==> config.mk <==
export PLATFORM = sky130hd
export DESIGN_NAME = timer_irq_flags_and_prescaler
export DESIGN_NICKNAME = d
export VERILOG_FILES = /design/src/common/timer_irq_pkg.sv /design/src/hdl/timer_irq_flags_and_prescaler.sv
export SDC_FILE = /design/constraint.sdc
export NUM_CORES = 1
export LEC_CHECK = 0
export ABC_AREA = 1
export CAP_MARGIN = 10
export CELL_PAD_IN_SITES_DETAIL_PLACEMENT = 1
export CELL_PAD_IN_SITES_GLOBAL_PLACEMENT = 1
export CORE_MARGIN = 2
export CORE_UTILIZATION = 44
export CTS_CLUSTER_DIAMETER = 100
export DETAILED_ROUTE_END_ITERATION = 8
export DONT_BUFFER_PORTS = 1
export GPL_ROUTABILITY_DRIVEN = 0
export PLACE_DENSITY_LB_ADDON = 0.1
export SYNTH_ARGS = -nofsm -noshare
export SYNTH_HDL_FRONTEND = slang
export SYNTH_SLANG_ARGS = --single-unit
==> constraint.sdc <==
create_clock -name aclk -period 1.9 [get_ports aclk]
set_clock_uncertainty 0.2 [all_clocks]
set_input_delay 0.095 -clock aclk [delete_from_list [all_inputs] [get_ports aclk]]
set_output_delay 0.095 -clock aclk [all_outputs]
set_load 0.01 [all_outputs]
==> src/common/timer_irq_pkg.sv <==
`default_nettype none
package timer_irq_pkg;
	// register indices; byte address is four times the index
	localparam logic [7:0] IDX_FLAGS = 8'h0b;
	localparam logic [7:0] IDX_MASK = 8'h0c;
	localparam logic [7:0] IDX_CTRL = 8'h0d;
	localparam logic [7:0] IDX_SYNC = 8'h0e;
	localparam logic [7:0] IDX_CMP_A = 8'h10;
	localparam logic [7:0] IDX_CMP_B = 8'h11;
	localparam int ADDR_W = 8;
	// flag and mask bit positions
	localparam int BIT_CAP = 5;
	localparam int BIT_CMP_B = 2;
	localparam int BIT_CMP_A = 1;
	localparam int BIT_OVF = 0;
	localparam logic [7:0] FLAG_MASK = 8'h27;
	localparam logic [7:0] FLAGS_RST = 8'h00;
	localparam logic [7:0] MASK_RST = 8'h00;
	// sync register
	localparam int BIT_SYNC_HOLD = 7;
	localparam int BIT_PSR = 0;
	// control register fields
	localparam int CS1_LSB = 0;
	localparam int CS0_LSB = 3;
	localparam int WGM_LSB = 6;
	localparam int BIT_CAP_EDGE = 10;
	localparam logic [10:0] CTRL_RST = 11'h000;
	// prescaler tap widths: divide by 8, 64, 256, 1024
	localparam int PRE_W = 10;
	localparam int TAP8_W = 3;
	localparam int TAP64_W = 6;
	localparam int TAP256_W = 8;
	localparam int TAP1024_W = 10;
	localparam logic [1:0] RESP_OKAY = 2'b00;
	localparam logic [1:0] RESP_SLVERR = 2'b10;

	typedef struct packed {
		logic awvalid;
		logic [ADDR_W-1:0] awaddr;
		logic wvalid;
		logic [31:0] wdata;
		logic [3:0] wstrb;
		logic bready;
		logic arvalid;
		logic [ADDR_W-1:0] araddr;
		logic rready;
	} axil_req_t;

	typedef struct packed {
		logic awready;
		logic wready;
		logic bvalid;
		logic [1:0] bresp;
		logic arready;
		logic rvalid;
		logic [31:0] rdata;
		logic [1:0] rresp;
	} axil_rsp_t;

	// events from the counter core of timer 1, one-cycle pulses
	typedef struct packed {
		logic [15:0] count_value;
		logic at_top;
		logic at_bottom;
		logic at_max;
	} core_evt_t;
endpackage : timer_irq_pkg
`default_nettype wire

==> src/hdl/timer_irq_flags_and_prescaler.sv <==
// Our own choice: the AXI4-Lite register port.
`timescale 1ns/1ps
`default_nettype none
module timer_irq_flags_and_prescaler (
	input wire logic aclk,
	input wire logic aresetn,
	input wire timer_irq_pkg::axil_req_t axil_req,
	output timer_irq_pkg::axil_rsp_t axil_rsp,
	input wire timer_irq_pkg::core_evt_t core_evt,
	input wire logic global_irq_en,
	input wire logic [3:0] vector_ack,
	input wire logic capture_input_pin,
	input wire logic [1:0] ext_count_pin,
	output logic [1:0] timer_tick,
	output logic [3:0] irq_req,
	output logic [3:0] waveform_mode,
	output logic [15:0] compare_a_reg,
	output logic [15:0] compare_b_reg
);
	import timer_irq_pkg::*;

	typedef struct packed {
		axil_rsp_t rsp;
		logic [7:0] flags;
		logic [7:0] mask;
		logic [10:0] ctrl;
		logic sync_hold;
		logic psr;
		logic [15:0] cmp_a;
		logic [15:0] cmp_b;
		logic [PRE_W-1:0] pre_cnt;
		logic [1:0] mpend;
		logic [1:0] tick;
		logic [3:0] irq;
	} state_t;

	state_t st_r;
	state_t st_nxt;

	////////////////////////////////////////////////////////////////////////
	logic [1:0] rise;
	logic [1:0] fall;
	logic cap_rise;
	logic cap_fall;
	logic [1:0][2:0] sel;
	wire logic [1:0] tick_now;
	logic cap_edge;
	logic cap_is_top;
	logic ovf_evt;
	logic [7:0] set_v;
	logic [7:0] clr_v;
	logic [7:0] flags_n;
	logic wr_fire;
	logic rd_fire;
	logic [7:0] widx;
	logic [7:0] ridx;
	logic [31:0] rd_val;
	logic rd_ok;
	logic wr_ok;
	logic [3:0] wgm;

	assign wgm = st_r.ctrl[WGM_LSB +: 4];
	assign sel = {st_r.ctrl[CS1_LSB +: 3], st_r.ctrl[CS0_LSB +: 3]};

	////////////////////////////////////////////////////////////////////////
	// pins cross into the clock domain here; bit 1 is timer 1
	pin_edge_sync #(
		.W(2)
	) ext_sync_inst (
		.aclk(aclk),
		.aresetn(aresetn),
		.pin(ext_count_pin),
		.rise(rise),
		.fall(fall)
	);

	pin_edge_sync #(
		.W(1)
	) cap_sync_inst (
		.aclk(aclk),
		.aresetn(aresetn),
		.pin(capture_input_pin),
		.rise(cap_rise),
		.fall(cap_fall)
	);

	// one source select per timer, both fed by the shared prescaler
	for (genvar t = 0; t < 2; t++) begin : g_src
		tick_select #(
			.PW(PRE_W)
		) tick_select_inst (
			.sel(sel[t]),
			.pre_cnt(st_r.pre_cnt),
			.psr(st_r.psr),
			.rise(rise[t]),
			.fall(fall[t]),
			.tick(tick_now[t])
		);
	end

	always_comb begin
		st_nxt = st_r;

		// prescaler never looks at clock select; only its reset stops it
		if (st_r.psr) begin
			st_nxt.pre_cnt = '0;
		end else begin
			st_nxt.pre_cnt = st_r.pre_cnt + 1'b1;
		end

		// registered tick lands three clocks after the pin edge
		st_nxt.tick = tick_now;

		////////////////////////////////////////////////////////////////////
		// flag sources
		set_v = '0;
		cap_is_top = (wgm == 4'h8) || (wgm == 4'ha) || (wgm == 4'hc) || (wgm == 4'he);
		if (st_r.ctrl[BIT_CAP_EDGE]) begin
			cap_edge = cap_rise;
		end else begin
			cap_edge = cap_fall;
		end
		// pin is disconnected while capture_reg is the top value
		if (cap_is_top) begin
			set_v[BIT_CAP] = core_evt.at_top;
		end else begin
			set_v[BIT_CAP] = cap_edge;
		end

		// match seen on one timer tick, flag raised on the next;
		// only a real match sets it, never a forced strobe
		if (st_r.tick[1]) begin
			st_nxt.mpend[0] = (core_evt.count_value == st_r.cmp_a);
			st_nxt.mpend[1] = (core_evt.count_value == st_r.cmp_b);
			set_v[BIT_CMP_A] = st_r.mpend[0];
			set_v[BIT_CMP_B] = st_r.mpend[1];
		end

		case (wgm)
			4'h0, 4'h4, 4'hc: ovf_evt = core_evt.at_max;
			4'h5, 4'h6, 4'h7, 4'he, 4'hf: ovf_evt = core_evt.at_top;
			4'hd: ovf_evt = 1'b0;
			default: ovf_evt = core_evt.at_bottom;
		endcase
		set_v[BIT_OVF] = ovf_evt;

		////////////////////////////////////////////////////////////////////
		// axi4-lite: both write channels taken in the same cycle
		widx = {2'b00, axil_req.awaddr[ADDR_W-1:2]};
		ridx = {2'b00, axil_req.araddr[ADDR_W-1:2]};
		wr_fire = st_r.rsp.awready & axil_req.awvalid & axil_req.wvalid;
		rd_fire = st_r.rsp.arready & axil_req.arvalid;
		st_nxt.rsp.awready = 1'b0;
		st_nxt.rsp.wready = 1'b0;
		st_nxt.rsp.arready = 1'b0;
		if (axil_req.awvalid && axil_req.wvalid && !st_r.rsp.bvalid && !st_r.rsp.awready) begin
			st_nxt.rsp.awready = 1'b1;
			st_nxt.rsp.wready = 1'b1;
		end
		if (axil_req.arvalid && !st_r.rsp.rvalid && !st_r.rsp.arready) begin
			st_nxt.rsp.arready = 1'b1;
		end
		if (st_r.rsp.bvalid && axil_req.bready) begin
			st_nxt.rsp.bvalid = 1'b0;
		end
		if (st_r.rsp.rvalid && axil_req.rready) begin
			st_nxt.rsp.rvalid = 1'b0;
		end

		// acks follow the request order: capture, compare B, compare A, overflow
		clr_v = {4'h0, 4'h0};
		clr_v[BIT_CAP] = vector_ack[3];
		clr_v[BIT_CMP_B] = vector_ack[2];
		clr_v[BIT_CMP_A] = vector_ack[1];
		clr_v[BIT_OVF] = vector_ack[0];

		// hardware clears the reset bit unless the hold keeps it
		if (!st_r.sync_hold) begin
			st_nxt.psr = 1'b0;
		end

		wr_ok = 1'b1;
		if (wr_fire) begin
			case (widx)
				IDX_FLAGS: begin
					if (axil_req.wstrb[0]) begin
						clr_v = clr_v | axil_req.wdata[7:0];
					end
				end
				IDX_MASK: begin
					if (axil_req.wstrb[0]) begin
						st_nxt.mask = axil_req.wdata[7:0] & FLAG_MASK;
					end
				end
				IDX_CTRL: begin
					if (axil_req.wstrb[0]) begin
						st_nxt.ctrl[7:0] = axil_req.wdata[7:0];
					end
					if (axil_req.wstrb[1]) begin
						st_nxt.ctrl[10:8] = axil_req.wdata[10:8];
					end
				end
				IDX_SYNC: begin
					if (axil_req.wstrb[0]) begin
						st_nxt.sync_hold = axil_req.wdata[BIT_SYNC_HOLD];
						st_nxt.psr = axil_req.wdata[BIT_PSR];
					end
				end
				IDX_CMP_A: begin
					if (axil_req.wstrb[0]) begin
						st_nxt.cmp_a[7:0] = axil_req.wdata[7:0];
					end
					if (axil_req.wstrb[1]) begin
						st_nxt.cmp_a[15:8] = axil_req.wdata[15:8];
					end
				end
				IDX_CMP_B: begin
					if (axil_req.wstrb[0]) begin
						st_nxt.cmp_b[7:0] = axil_req.wdata[7:0];
					end
					if (axil_req.wstrb[1]) begin
						st_nxt.cmp_b[15:8] = axil_req.wdata[15:8];
					end
				end
				default: wr_ok = 1'b0;
			endcase
			st_nxt.rsp.bvalid = 1'b1;
			st_nxt.rsp.bresp = wr_ok ? RESP_OKAY : RESP_SLVERR;
		end

		// set after clear so a coincident event survives
		flags_n = ((st_r.flags & ~clr_v) | set_v) & FLAG_MASK;
		st_nxt.flags = flags_n;

		rd_ok = 1'b1;
		rd_val = '0;
		case (ridx)
			IDX_FLAGS: rd_val[7:0] = st_r.flags & FLAG_MASK;
			IDX_MASK: rd_val[7:0] = st_r.mask & FLAG_MASK;
			IDX_CTRL: rd_val[10:0] = st_r.ctrl;
			IDX_SYNC: begin
				rd_val[BIT_SYNC_HOLD] = st_r.sync_hold;
				rd_val[BIT_PSR] = st_r.psr;
			end
			IDX_CMP_A: rd_val[15:0] = st_r.cmp_a;
			IDX_CMP_B: rd_val[15:0] = st_r.cmp_b;
			default: rd_ok = 1'b0;
		endcase
		if (rd_fire) begin
			st_nxt.rsp.rvalid = 1'b1;
			st_nxt.rsp.rdata = rd_val;
			st_nxt.rsp.rresp = rd_ok ? RESP_OKAY : RESP_SLVERR;
		end

		////////////////////////////////////////////////////////////////////
		// request lines are registered from the next flags and mask, so they change in the same cycle as the flags
		st_nxt.irq[3] = st_nxt.mask[BIT_CAP] & global_irq_en & flags_n[BIT_CAP];
		st_nxt.irq[2] = st_nxt.mask[BIT_CMP_B] & global_irq_en & flags_n[BIT_CMP_B];
		st_nxt.irq[1] = st_nxt.mask[BIT_CMP_A] & global_irq_en & flags_n[BIT_CMP_A];
		st_nxt.irq[0] = st_nxt.mask[BIT_OVF] & global_irq_en & flags_n[BIT_OVF];
	end

	always_ff @(posedge aclk) begin
		if (!aresetn) begin
			st_r <= '0;
			st_r.flags <= FLAGS_RST;
			st_r.mask <= MASK_RST;
			st_r.ctrl <= CTRL_RST;
		end else begin
			st_r <= st_nxt;
		end
	end

	assign axil_rsp = st_r.rsp;
	assign timer_tick = st_r.tick;
	assign irq_req = st_r.irq;
	assign waveform_mode = st_r.ctrl[WGM_LSB +: 4];
	assign compare_a_reg = st_r.cmp_a;
	assign compare_b_reg = st_r.cmp_b;
endmodule : timer_irq_flags_and_prescaler

////////////////////////////////////////////////////////////////////////
// two flops, then an edge stage; only the second flop reads the first
module pin_edge_sync #(
	parameter int W = 1
) (
	input wire logic aclk,
	input wire logic aresetn,
	input wire logic [W-1:0] pin,
	output logic [W-1:0] rise,
	output logic [W-1:0] fall
);
	typedef struct packed {
		logic [W-1:0] s1;
		logic [W-1:0] s2;
		logic [W-1:0] s3;
	} sync_t;

	sync_t sy_r;
	sync_t sy_nxt;

	// the transparent latch of the sampling path is modelled as a plain flop
	always_comb begin
		sy_nxt = sy_r;
		sy_nxt.s1 = pin;
		sy_nxt.s2 = sy_r.s1;
		sy_nxt.s3 = sy_r.s2;
	end

	always_ff @(posedge aclk) begin
		if (!aresetn) begin
			sy_r <= '0;
		end else begin
			sy_r <= sy_nxt;
		end
	end

	// resets low like an idle pin, so no false edge follows reset
	assign rise = sy_r.s2 & ~sy_r.s3;
	assign fall = ~sy_r.s2 & sy_r.s3;
endmodule : pin_edge_sync

////////////////////////////////////////////////////////////////////////
// clock source of one timer; pin edges go around the prescaler
module tick_select #(
	parameter int PW = timer_irq_pkg::PRE_W
) (
	input wire logic [2:0] sel,
	input wire logic [PW-1:0] pre_cnt,
	input wire logic psr,
	input wire logic rise,
	input wire logic fall,
	output logic tick
);
	import timer_irq_pkg::*;

	// a tap fires when its low count bits are all ones; the phase is
	// whatever the free-running count holds, hence the 1 to N latency
	// the prescaler reset masks only the taps, not the undivided or pin ticks
	always_comb begin
		case (sel)
			3'h1: tick = 1'b1;
			3'h2: tick = (&pre_cnt[TAP8_W-1:0]) & ~psr;
			3'h3: tick = (&pre_cnt[TAP64_W-1:0]) & ~psr;
			3'h4: tick = (&pre_cnt[TAP256_W-1:0]) & ~psr;
			3'h5: tick = (&pre_cnt[TAP1024_W-1:0]) & ~psr;
			3'h6: tick = fall;
			3'h7: tick = rise;
			default: tick = 1'b0;
		endcase
	end
endmodule : tick_select
`default_nettype wire

---- Yosys cells after proc, flatten, opt, wreduce, memory -nomap -nowiden ----
Index checks and enable logic that the tools add are counted.
storage, ports and cells
  logic and storage cells ................. 169
  bits in writable memories ............... 0
  latch bits .............................. 0
  memories ................................ 0
  register bits ........................... 105
  bits in read-only memories .............. 0
cells by class
  add/subtract/negate cells ............... 1
  multiply operators ...................... 0
  reductions and logical operators ........ 33
  equality and inequality tests ........... 38
  bitwise logic cells ..................... 29
  div/mod/pow operators ................... 0
  magnitude comparators ................... 0
  multiplexer cells ....................... 40
  shift operators ......................... 0
operators by type and width
  operator               count
  $mux 51                1
  $eq 6x4->1 const B     8
  $mux 8                 5
  $mux 35                1
  $eq 16x16->1           2
  $mux 16                2
  $mux 6                 5
  $pmux 6 s5             1
  $eq 3x3->1 const B     8
  $eq 4x4->1 const B     6
  $eq 6x5->1 const B     4
  $reduce_and 3->1       8
  $and 1x1->1            17
  $eq 4x3->1 const B     4
  $pmux 1 s7             2
  $eq 3x2->1 const B     4
  $mux 2                 6
  $or 6x6->6             2
  $reduce_or 6->1        2
  $mux 11                1
  $add 10x1->10 const B  1
  $pmux 5 s2             1
  $reduce_and 10->1      1
  $mux 1                 9
  21 further kinds       40

---- Logic depth before layout (Yosys ltp) ----
Gate-level depths: netlist of run 1.
  word-level depth ........................ 8
  mapped depth ............................ 10

---- Hierarchy ----
Synthesis of run 1 repeated with hierarchy kept, for this count alone.
unflattened totals
  cells, all modules ...................... 861
  area total of the unflattened synthesis .. 5784.3 um2
modules (own cells, without submodules)
  module                         instances  cells each  area an instance (um2)  seq. area each (um2)
  timer_irq_flags_and_prescaler  1          762         5183.7                  1861.8
  tick_select                    2          30          152.6                   0.0
  pin_edge_sync (ext_sync_inst)  1          26          195.2                   120.1
  pin_edge_sync (cap_sync_inst)  1          13          100.1                   60.1

---- Worst setup path after synthesis of run 1 ----
OpenSTA, ideal clock, no wires.
  path type ............................... reg2reg
  from .................................... register st_r (netlist bit axil_rsp[40])
  to ...................................... register st_r (netlist bit compare_a_reg[2])
  path slack .............................. 0.435 ns
  path buffers ............................ 1
  cell stages (with the launch flop) ...... 9
  arrival ................................. 1.148 ns
  library setup time ...................... 0.117 ns
  path through ............................ dfxtp_1 > nand3_4 > nor2_8 > inv_4 > nor2_4 > inv_2 > buf_6 > o21ai_1 > a21oi_1
between the ends
  cells in the longest elaborated chain, start to end .. 3
RTL lines
  element                            RTL line                              source
  start, declared                    timer_irq_flags_and_prescaler.sv:37   state_t st_r;
  start signal, assigned             timer_irq_flags_and_prescaler.sv:270  st_r <= st_nxt;
  $and 1x1->1 (2 in a row)           timer_irq_flags_and_prescaler.sv:151  wr_fire = st_r.rsp.awready & axil_req.awvalid & axil_req.wvalid;
  $reduce_and 3->1 (no source line)  -
No other way between the ends.
A chain may end at the register's enable or synchronous reset.

---- Worst setup path after layout of run 1 ----
  from .................................... input port axil_req[4] in the netlist's numbering
  to ...................................... register st_r (netlist bit axil_rsp[12])
between the ends
  cells in the longest elaborated chain, start to end .. 2
RTL lines
  element                                          RTL line                              source
  start, declared                                  timer_irq_flags_and_prescaler.sv:7    input wire timer_irq_pkg::axil_req_t axil_req,
  $eq 6x5->1 / $eq 6x4->1 (equally long branches)  timer_irq_flags_and_prescaler.sv:237  case (ridx)
  $pmux 3 s3 (*)                                   timer_irq_flags_and_prescaler.sv:237
Every way passes the cells marked *; elsewhere a longest branch is shown, timed or not.

==> results of run 1 <==
## metrics by stage
stage	util [%]	std cells	power [mW]	hold slack (ps)	worst slack, ps
after floorplan	-	833	2.46	-7.37	435
after global placement	41.9	916	2.45	-3.82	274
after detailed placement	41.9	916	2.46	-1.58	215
after CTS	48.9	988	4.48	2.08	21.5
after global routing	49.0	988	4.62	60.6	23.8
final	49.0	988	4.44	6.62	99.6
## per-layer routing
metal	track usage, %	up-vias	part of all wire (%)
met5	0	-	0.076
met4	8.02	2	1.7
met3	4.41	20	4.4
met2	45.9	108	49
met1	31.8	2410	44
li1	-	2466	-
## kinds of logic (layout without fill, tap and decap cells)
logic type      after synthesis  count (layout)  share of synthesized area, %
compound gates              146             146                          13.4
xor+xnor                     21              21                          3.31
fa+ha+maj                     2               2                         0.450
buf+inv                     207             190                          20.1
flops                       102             102                          36.7
other cells                   1              18                        0.0674
simple gates                337             337                          26.0
## cell type report
class	count	area share, %
tap	172	3.53
sequential	102	33.5
inverter	104	6.44
clock buffer	10	3.75
multi-input combinational	524	40.5
timing repair buffer	70	11.2
clock inverter	6	1.09
## worst min-delay path: stages
cell     delay, ps
nand2_1         30
nand2_1         70
nor2_1          40
nand3_1        100
nor2_1          50
nand2_1         60
a21oi_1         60
## what timing repair did
action                     CTS  global route
buffers inserted             0             0
setup endpoints to repair    0             5
hold endpoints to repair    91             0
resized for setup            0             5
hold buffers                56             0
## placed cells by master (no fill, tap or decap), types with 5 or more instances in the layout
master / Yosys / final
nand2_1: 132 / 132
nor2_1: 125 / 124
dfxtp_1: 102 / 102
inv_1: 98 / 98
o21ai_0: 76 / 74
a21oi_1: 59 / 59
dlygate4sd3_1: 0 / 54
nand3_1: 47 / 47
conb_1: 1 / 18
xor2_1: 16 / 16
buf_4: 84 / 14
clkbuf_16: 0 / 9
nor3_1: 8 / 8
o21ai_1: 4 / 6
nand4_1: 5 / 5
inv_2: 5 / 5
nand2_2: 5 / 5
xnor2_1: 5 / 5
## worst max-delay path by stage
stage | to | slack, ps | cells after the start
after CTS | st_r[62] | 20 | 7
after global placement | compare_b_reg[3] | 270 | 6
final | axil_rsp[12] | 100 | 8
after floorplan | compare_a_reg[2] | 430 | 8
after detailed placement | compare_b_reg[4] | 210 | 6
after global routing | compare_b_reg[4] | 20 | 8
## where the power goes
group / internal (mW) / total, mW / switching (mW)
registers: 2.17 / 2.19 / 0.0264
clock network: 1.03 / 1.88 / 0.844
logic: 0.156 / 0.371 / 0.216
total: 3.35 / 4.44 / 1.09
==> impl_metrics.env, run 1 <==
export IMPL_grt_use_total_pct=25.8
export IMPL_fin_tns_setup_ps=0
export IMPL_dpl_cell_area_mm2=0.00522
export IMPL_drt_total_wl_mm=17.1
export IMPL_worstHoldPathCells=7
export IMPL_layout_min_cycle_time_ps=1800
export IMPL_synth_area_leader_cell="dfxtp_1"
export IMPL_status="finished, final reports clean"
export IMPL_fillers=1639
export IMPL_die_x_um=116
export IMPL_yosysWarnings=0
export IMPL_ys_ff_latch=102
export IMPL_final_cell_area_mm2=0.00610
export IMPL_vias=5006
export IMPL_final_layout_size_suffix_gt1_share_pct=6.62
export IMPL_syn_inst=816
export IMPL_peakVddDrop_v=0.000353
export IMPL_grt_overflow_total=0
export IMPL_crit_top_cell="nor2_1"
export IMPL_ant_nets=0
export IMPL_cp_max_fo=9
export IMPL_h_tree_depth=3
export IMPL_largest_register="st_r"
export IMPL_dieArea_mm2=0.0136
export IMPL_hp_start="core_evt[14]"
export IMPL_die_h_um=116
export IMPL_maxSlewHeadroom_pct=61.5
export IMPL_multiInputGateArea_mm2=0.00247
export IMPL_nets=899
export IMPL_fmax_mhz=555
export IMPL_cap_violations=0
export IMPL_r2r_setup_slack_ps=220
export IMPL_synth_flop_cell="dfxtp_1"
export IMPL_worst_ep_required_time_ps=1980
export IMPL_synth_top_area_share_pct=36.7
export IMPL_slowest_delay_ps=580
export IMPL_first_pass_iters=4
export IMPL_grt_max_degree=69
export IMPL_route_detailed_drc=0
export IMPL_core_area_mm2=0.0125
export IMPL_r2r_start="axil_rsp[40]"
export IMPL_worstMarginPinSlew_ps=572
export IMPL_avgViaCountPerCell=5.07
export IMPL_synth_area_leaders="dfxtp_1, buf_4, nand2_1"
export IMPL_post_drt_wl_per_cell_um=17.3
export IMPL_cp_startpoint="axil_req[4]"
export IMPL_synthTopCellsByCount="nand2_1, nor2_1, dfxtp_1"
export IMPL_post_route_period_util_pct=94.8
export IMPL_syn_to_final_growth_pct=9.74
export IMPL_rsz0062_at_grt="false"
export IMPL_power_density_mw_per_mm2=728
export IMPL_ff2ff_path_depth=6
export IMPL_regArea_mm2=0.00204
export IMPL_path_class="input pin to register"
export IMPL_cts_tree="yes"
export IMPL_ys_seq_area_share_pct=36.7
export IMPL_p_leak_nw=2.67
export IMPL_synth_cell_type_count=34
export IMPL_holdPathEnd="st_r[7]"
export IMPL_grt_pass1_wl_mm=26.6
export IMPL_path_cells="dlygate4sd3_1 -> inv_1 -> nand2_1 -> nor2_1 -> nand2_2 -> nor2_1 -> o21ai_0 -> a21oi_1"
export IMPL_synth_edf_count=0
export IMPL_io_pins=169
export IMPL_path_delay_family="simple AND/OR/NAND/NOR gates"
export IMPL_reg2reg_to="compare_b_reg[4]"
export IMPL_antenna_found_initial=1
export IMPL_first_global_vias=5167
export IMPL_finalSetupViolations=0
export IMPL_hold_viol_final=0
export IMPL_startpoint_type="input pin"
export IMPL_largest_register_ffs=23
export IMPL_avgSynthCellArea_um2=6.82
export IMPL_clockRootBuffer="clkbuf_16"
export IMPL_initial_utilization_pct=44.6
export IMPL_numClockSinks=102
export IMPL_drt_initial_drc_count=189
export IMPL_cp_arrival_ps=1880
export IMPL_synth_area_mm2=0.00556
export IMPL_core_rowCount=41
export IMPL_hp_class="input pin to register"
export IMPL_portBuffers=0
export IMPL_worst_path_buf_inv=2
export IMPL_cts_buffer_depth=2
export IMPL_cpMaxStageDelayCell="dlygate4sd3_1"
export IMPL_drv_slew=0
export IMPL_cts_buffers=9
export IMPL_n_antenna_cell=0
export IMPL_async_flop_share_pct=0
export IMPL_clk_latency_ps=350
export IMPL_cp_end_kind="register"
export IMPL_hpwl_mm=12.7
export IMPL_synth_most_common_cell="nand2_1"
export IMPL_cts_clk_slew_worst_paths_ps=70
No activity file was read; power rests on OpenSTA's default activity.
==> run 2, diff against run 1 <==
--- a/config.mk
+++ b/config.mk
@@ -15,6 +15,7 @@
 export DETAILED_ROUTE_END_ITERATION = 8
 export DONT_BUFFER_PORTS = 1
 export GPL_ROUTABILITY_DRIVEN = 0
+export GPL_TIMING_DRIVEN = 0
 export PLACE_DENSITY_LB_ADDON = 0.1
 export SYNTH_ARGS = -nofsm -noshare
 export SYNTH_HDL_FRONTEND = slang
==> impl_metrics.env, run 2 (same netlist as run 1, synthesis figures left out) <==
export IMPL_status="finished with violations"
export IMPL_violations="hold timing"
export IMPL_portBuffers=0
export IMPL_route_detailed_drc=0
export IMPL_avgViaCountPerCell=5.06
export IMPL_reg2reg_to="compare_a_reg[2]"
export IMPL_hp_start="core_evt[1]"
export IMPL_cts_buffers=9
export IMPL_final_common_cell="nand2_1"
export IMPL_h_tree_depth=3
export IMPL_drt_initial_drc_count=322
export IMPL_holdPathEnd="st_r[71]"
export IMPL_fmax_mhz=554
export IMPL_use_met3_pct=4.41
export IMPL_antenna_found_initial=1
export IMPL_power_mw=4.70
export IMPL_r2r_start="axil_rsp[40]"
export IMPL_regArea_mm2=0.00204
export IMPL_path_class="input pin to register"
export IMPL_met2_usage_pct=48.8
export IMPL_cts_tree="yes"
export IMPL_clockRootBuffer="clkbuf_16"
export IMPL_hpwl_mm=13.9
export IMPL_p_leak_nw=3.08
export IMPL_io_pins=169
export IMPL_hp_class="input pin to register"
export IMPL_grt_use_total_pct=27.7
export IMPL_power_density_mw_per_mm2=702
export IMPL_path_delay_family="buffers and inverters"
export IMPL_syn_to_final_growth_pct=20.2
export IMPL_hold_viol_final=1
export IMPL_cts_buffer_depth=2
export IMPL_peakVddDrop_v=0.000359
export IMPL_multiInputGateArea_mm2=0.00247
export IMPL_post_drt_wl_per_cell_um=17.3
export IMPL_grt_pass1_wl_mm=28.2
export IMPL_cp_arrival_ps=1910
export IMPL_fillers=1669
export IMPL_r2r_setup_slack_ps=130
export IMPL_largest_register_ffs=23
export IMPL_first_pass_iters=5
export IMPL_grt_busiest_layer="met2"
export IMPL_cp_end_kind="register"
export IMPL_maxSlewHeadroom_pct=47.6
export IMPL_first_global_vias=5464
export IMPL_cts_clk_slew_worst_paths_ps=70
export IMPL_startpoint_type="input pin"
export IMPL_numClockSinks=102
export IMPL_ff2ff_path_depth=8
export IMPL_rsz0062_at_grt="false"
export IMPL_grt_max_degree=16
export IMPL_vias=5421
export IMPL_drv_slew=0
export IMPL_ant_nets=0
export IMPL_layout_min_cycle_time_ps=1810
export IMPL_clk_latency_ps=360
export IMPL_dieArea_mm2=0.0136
export IMPL_fin_tns_setup_ps=0
export IMPL_core_area_mm2=0.0125
export IMPL_grt_util_met1_pct=34.1
export IMPL_path_cells="dlygate4sd3_1 -> buf_2 -> clkbuf_1 -> o211ai_1 -> inv_1"
export IMPL_final_layout_size_suffix_gt1_share_pct=14.8
export IMPL_finalSetupViolations=0
export IMPL_cpMaxStageDelayCell="clkbuf_1"
export IMPL_drt_total_wl_mm=18.6
export IMPL_die_h_um=116
export IMPL_worst_ep_required_time_ps=2000
export IMPL_worstHoldPathCells=6
export IMPL_grt_overflow_total=0
export IMPL_holdWs_ps=-13.3
export IMPL_die_x_um=116
export IMPL_worstMarginPinSlew_ps=786
export IMPL_slowest_delay_ps=610
export IMPL_cap_violations=0
export IMPL_cp_max_fo=10
export IMPL_final_cell_mix="nand2_1, nor2_1, dfxtp_1"
export IMPL_core_rowCount=41
export IMPL_worst_path_buf_inv=4
export IMPL_post_route_period_util_pct=95.0
export IMPL_nets=982
export IMPL_largest_register="st_r"
export IMPL_initial_utilization_pct=44.6
run 2: cell count changes in the layout (fill, tap and decap cells not counted), sizes merged:
cell and change:
clkbuf +12, clkinv -1, dlymetal6s4s -1, buf +79, inv -3, dlygate4sd3 -4, bufinv +1, diode +1
run 2: how the worst max path moves through the flow:
stage	cells after the start	to	slack, ps	from
6_report	5	axil_rsp[16]	90	aresetn
5_1_grt	6	axil_rsp[7]	10	axil_rsp[35]
4_1_cts	8	axil_rsp[8]	100	axil_req[4]
3_5_place_dp	5	axil_rsp[12]	30	axil_rsp[35]
3_3_place_gp	5	axil_rsp[10]	40	axil_rsp[35]
2_1_floorplan	8	compare_a_reg[2]	430	axil_rsp[40]
run 2: routing by layer:
metal / vias to the layer above / routed length [um]
li1: 2636 / -
met1: 2600 / 7880
met2: 155 / 9210
met3: 28 / 1020
met4: 2 / 471
met5: - / 13
run 2: power by group:
group / total, mW / leakage [nW] / internal, mW / switching (mW)
sequential: 2.18 / 0.825 / 2.17 / 0.0187
combinational: 0.418 / 2.09 / 0.180 / 0.239
clock: 2.09 / 0.166 / 1.26 / 0.833
run 2: worst register-to-register path, cell delays in order, from the launching register on:
cell and delay [ps]:
dfxtp_1 430, nand3_4 150, nor2_8 210, inv_4 60, nor2_4 200, inv_2 80
buf_6 150, o21ai_1 130, a21oi_1 60
run 2: layout make-up:
| type | count | share of cell area, % |
|---|---|---|
| multi-input cells | 524 | 37.0 |
| flip-flops and latches | 102 | 30.5 |
| plain buffers | 103 | 10.9 |
| repair buffers | 50 | 7.48 |
| inverters | 104 | 5.87 |
| clock buffers | 13 | 4.04 |
| well taps | 172 | 3.22 |
| clock inverters | 3 | 0.973 |
| diodes | 1 | 0.0374 |
run 2: timing repair:
action	in CTS	in global routing
endpoints found under the hold margin	74	0
gates cloned	0	0
gates resized for setup	1	2
hold buffers	50	0
setup buffers	0	0
endpoints found under the setup margin	4	4
run 2: through the flow:
stage          std cells  hold WS [ps]  area [um^2]  setup WS [ps]  utilization [%]
2_1_floorplan        833         -7.37         5630            435                -
3_3_place_gp        1005         -3.99         5840           38.5             46.9
3_5_place_dp        1005         -1.55         5840           27.5             46.9
4_1_cts             1071         0.183         6680            100             53.6
5_1_grt             1071          34.9         6690           14.3             53.6
6_report            1072         -13.3         6690           94.5             53.6
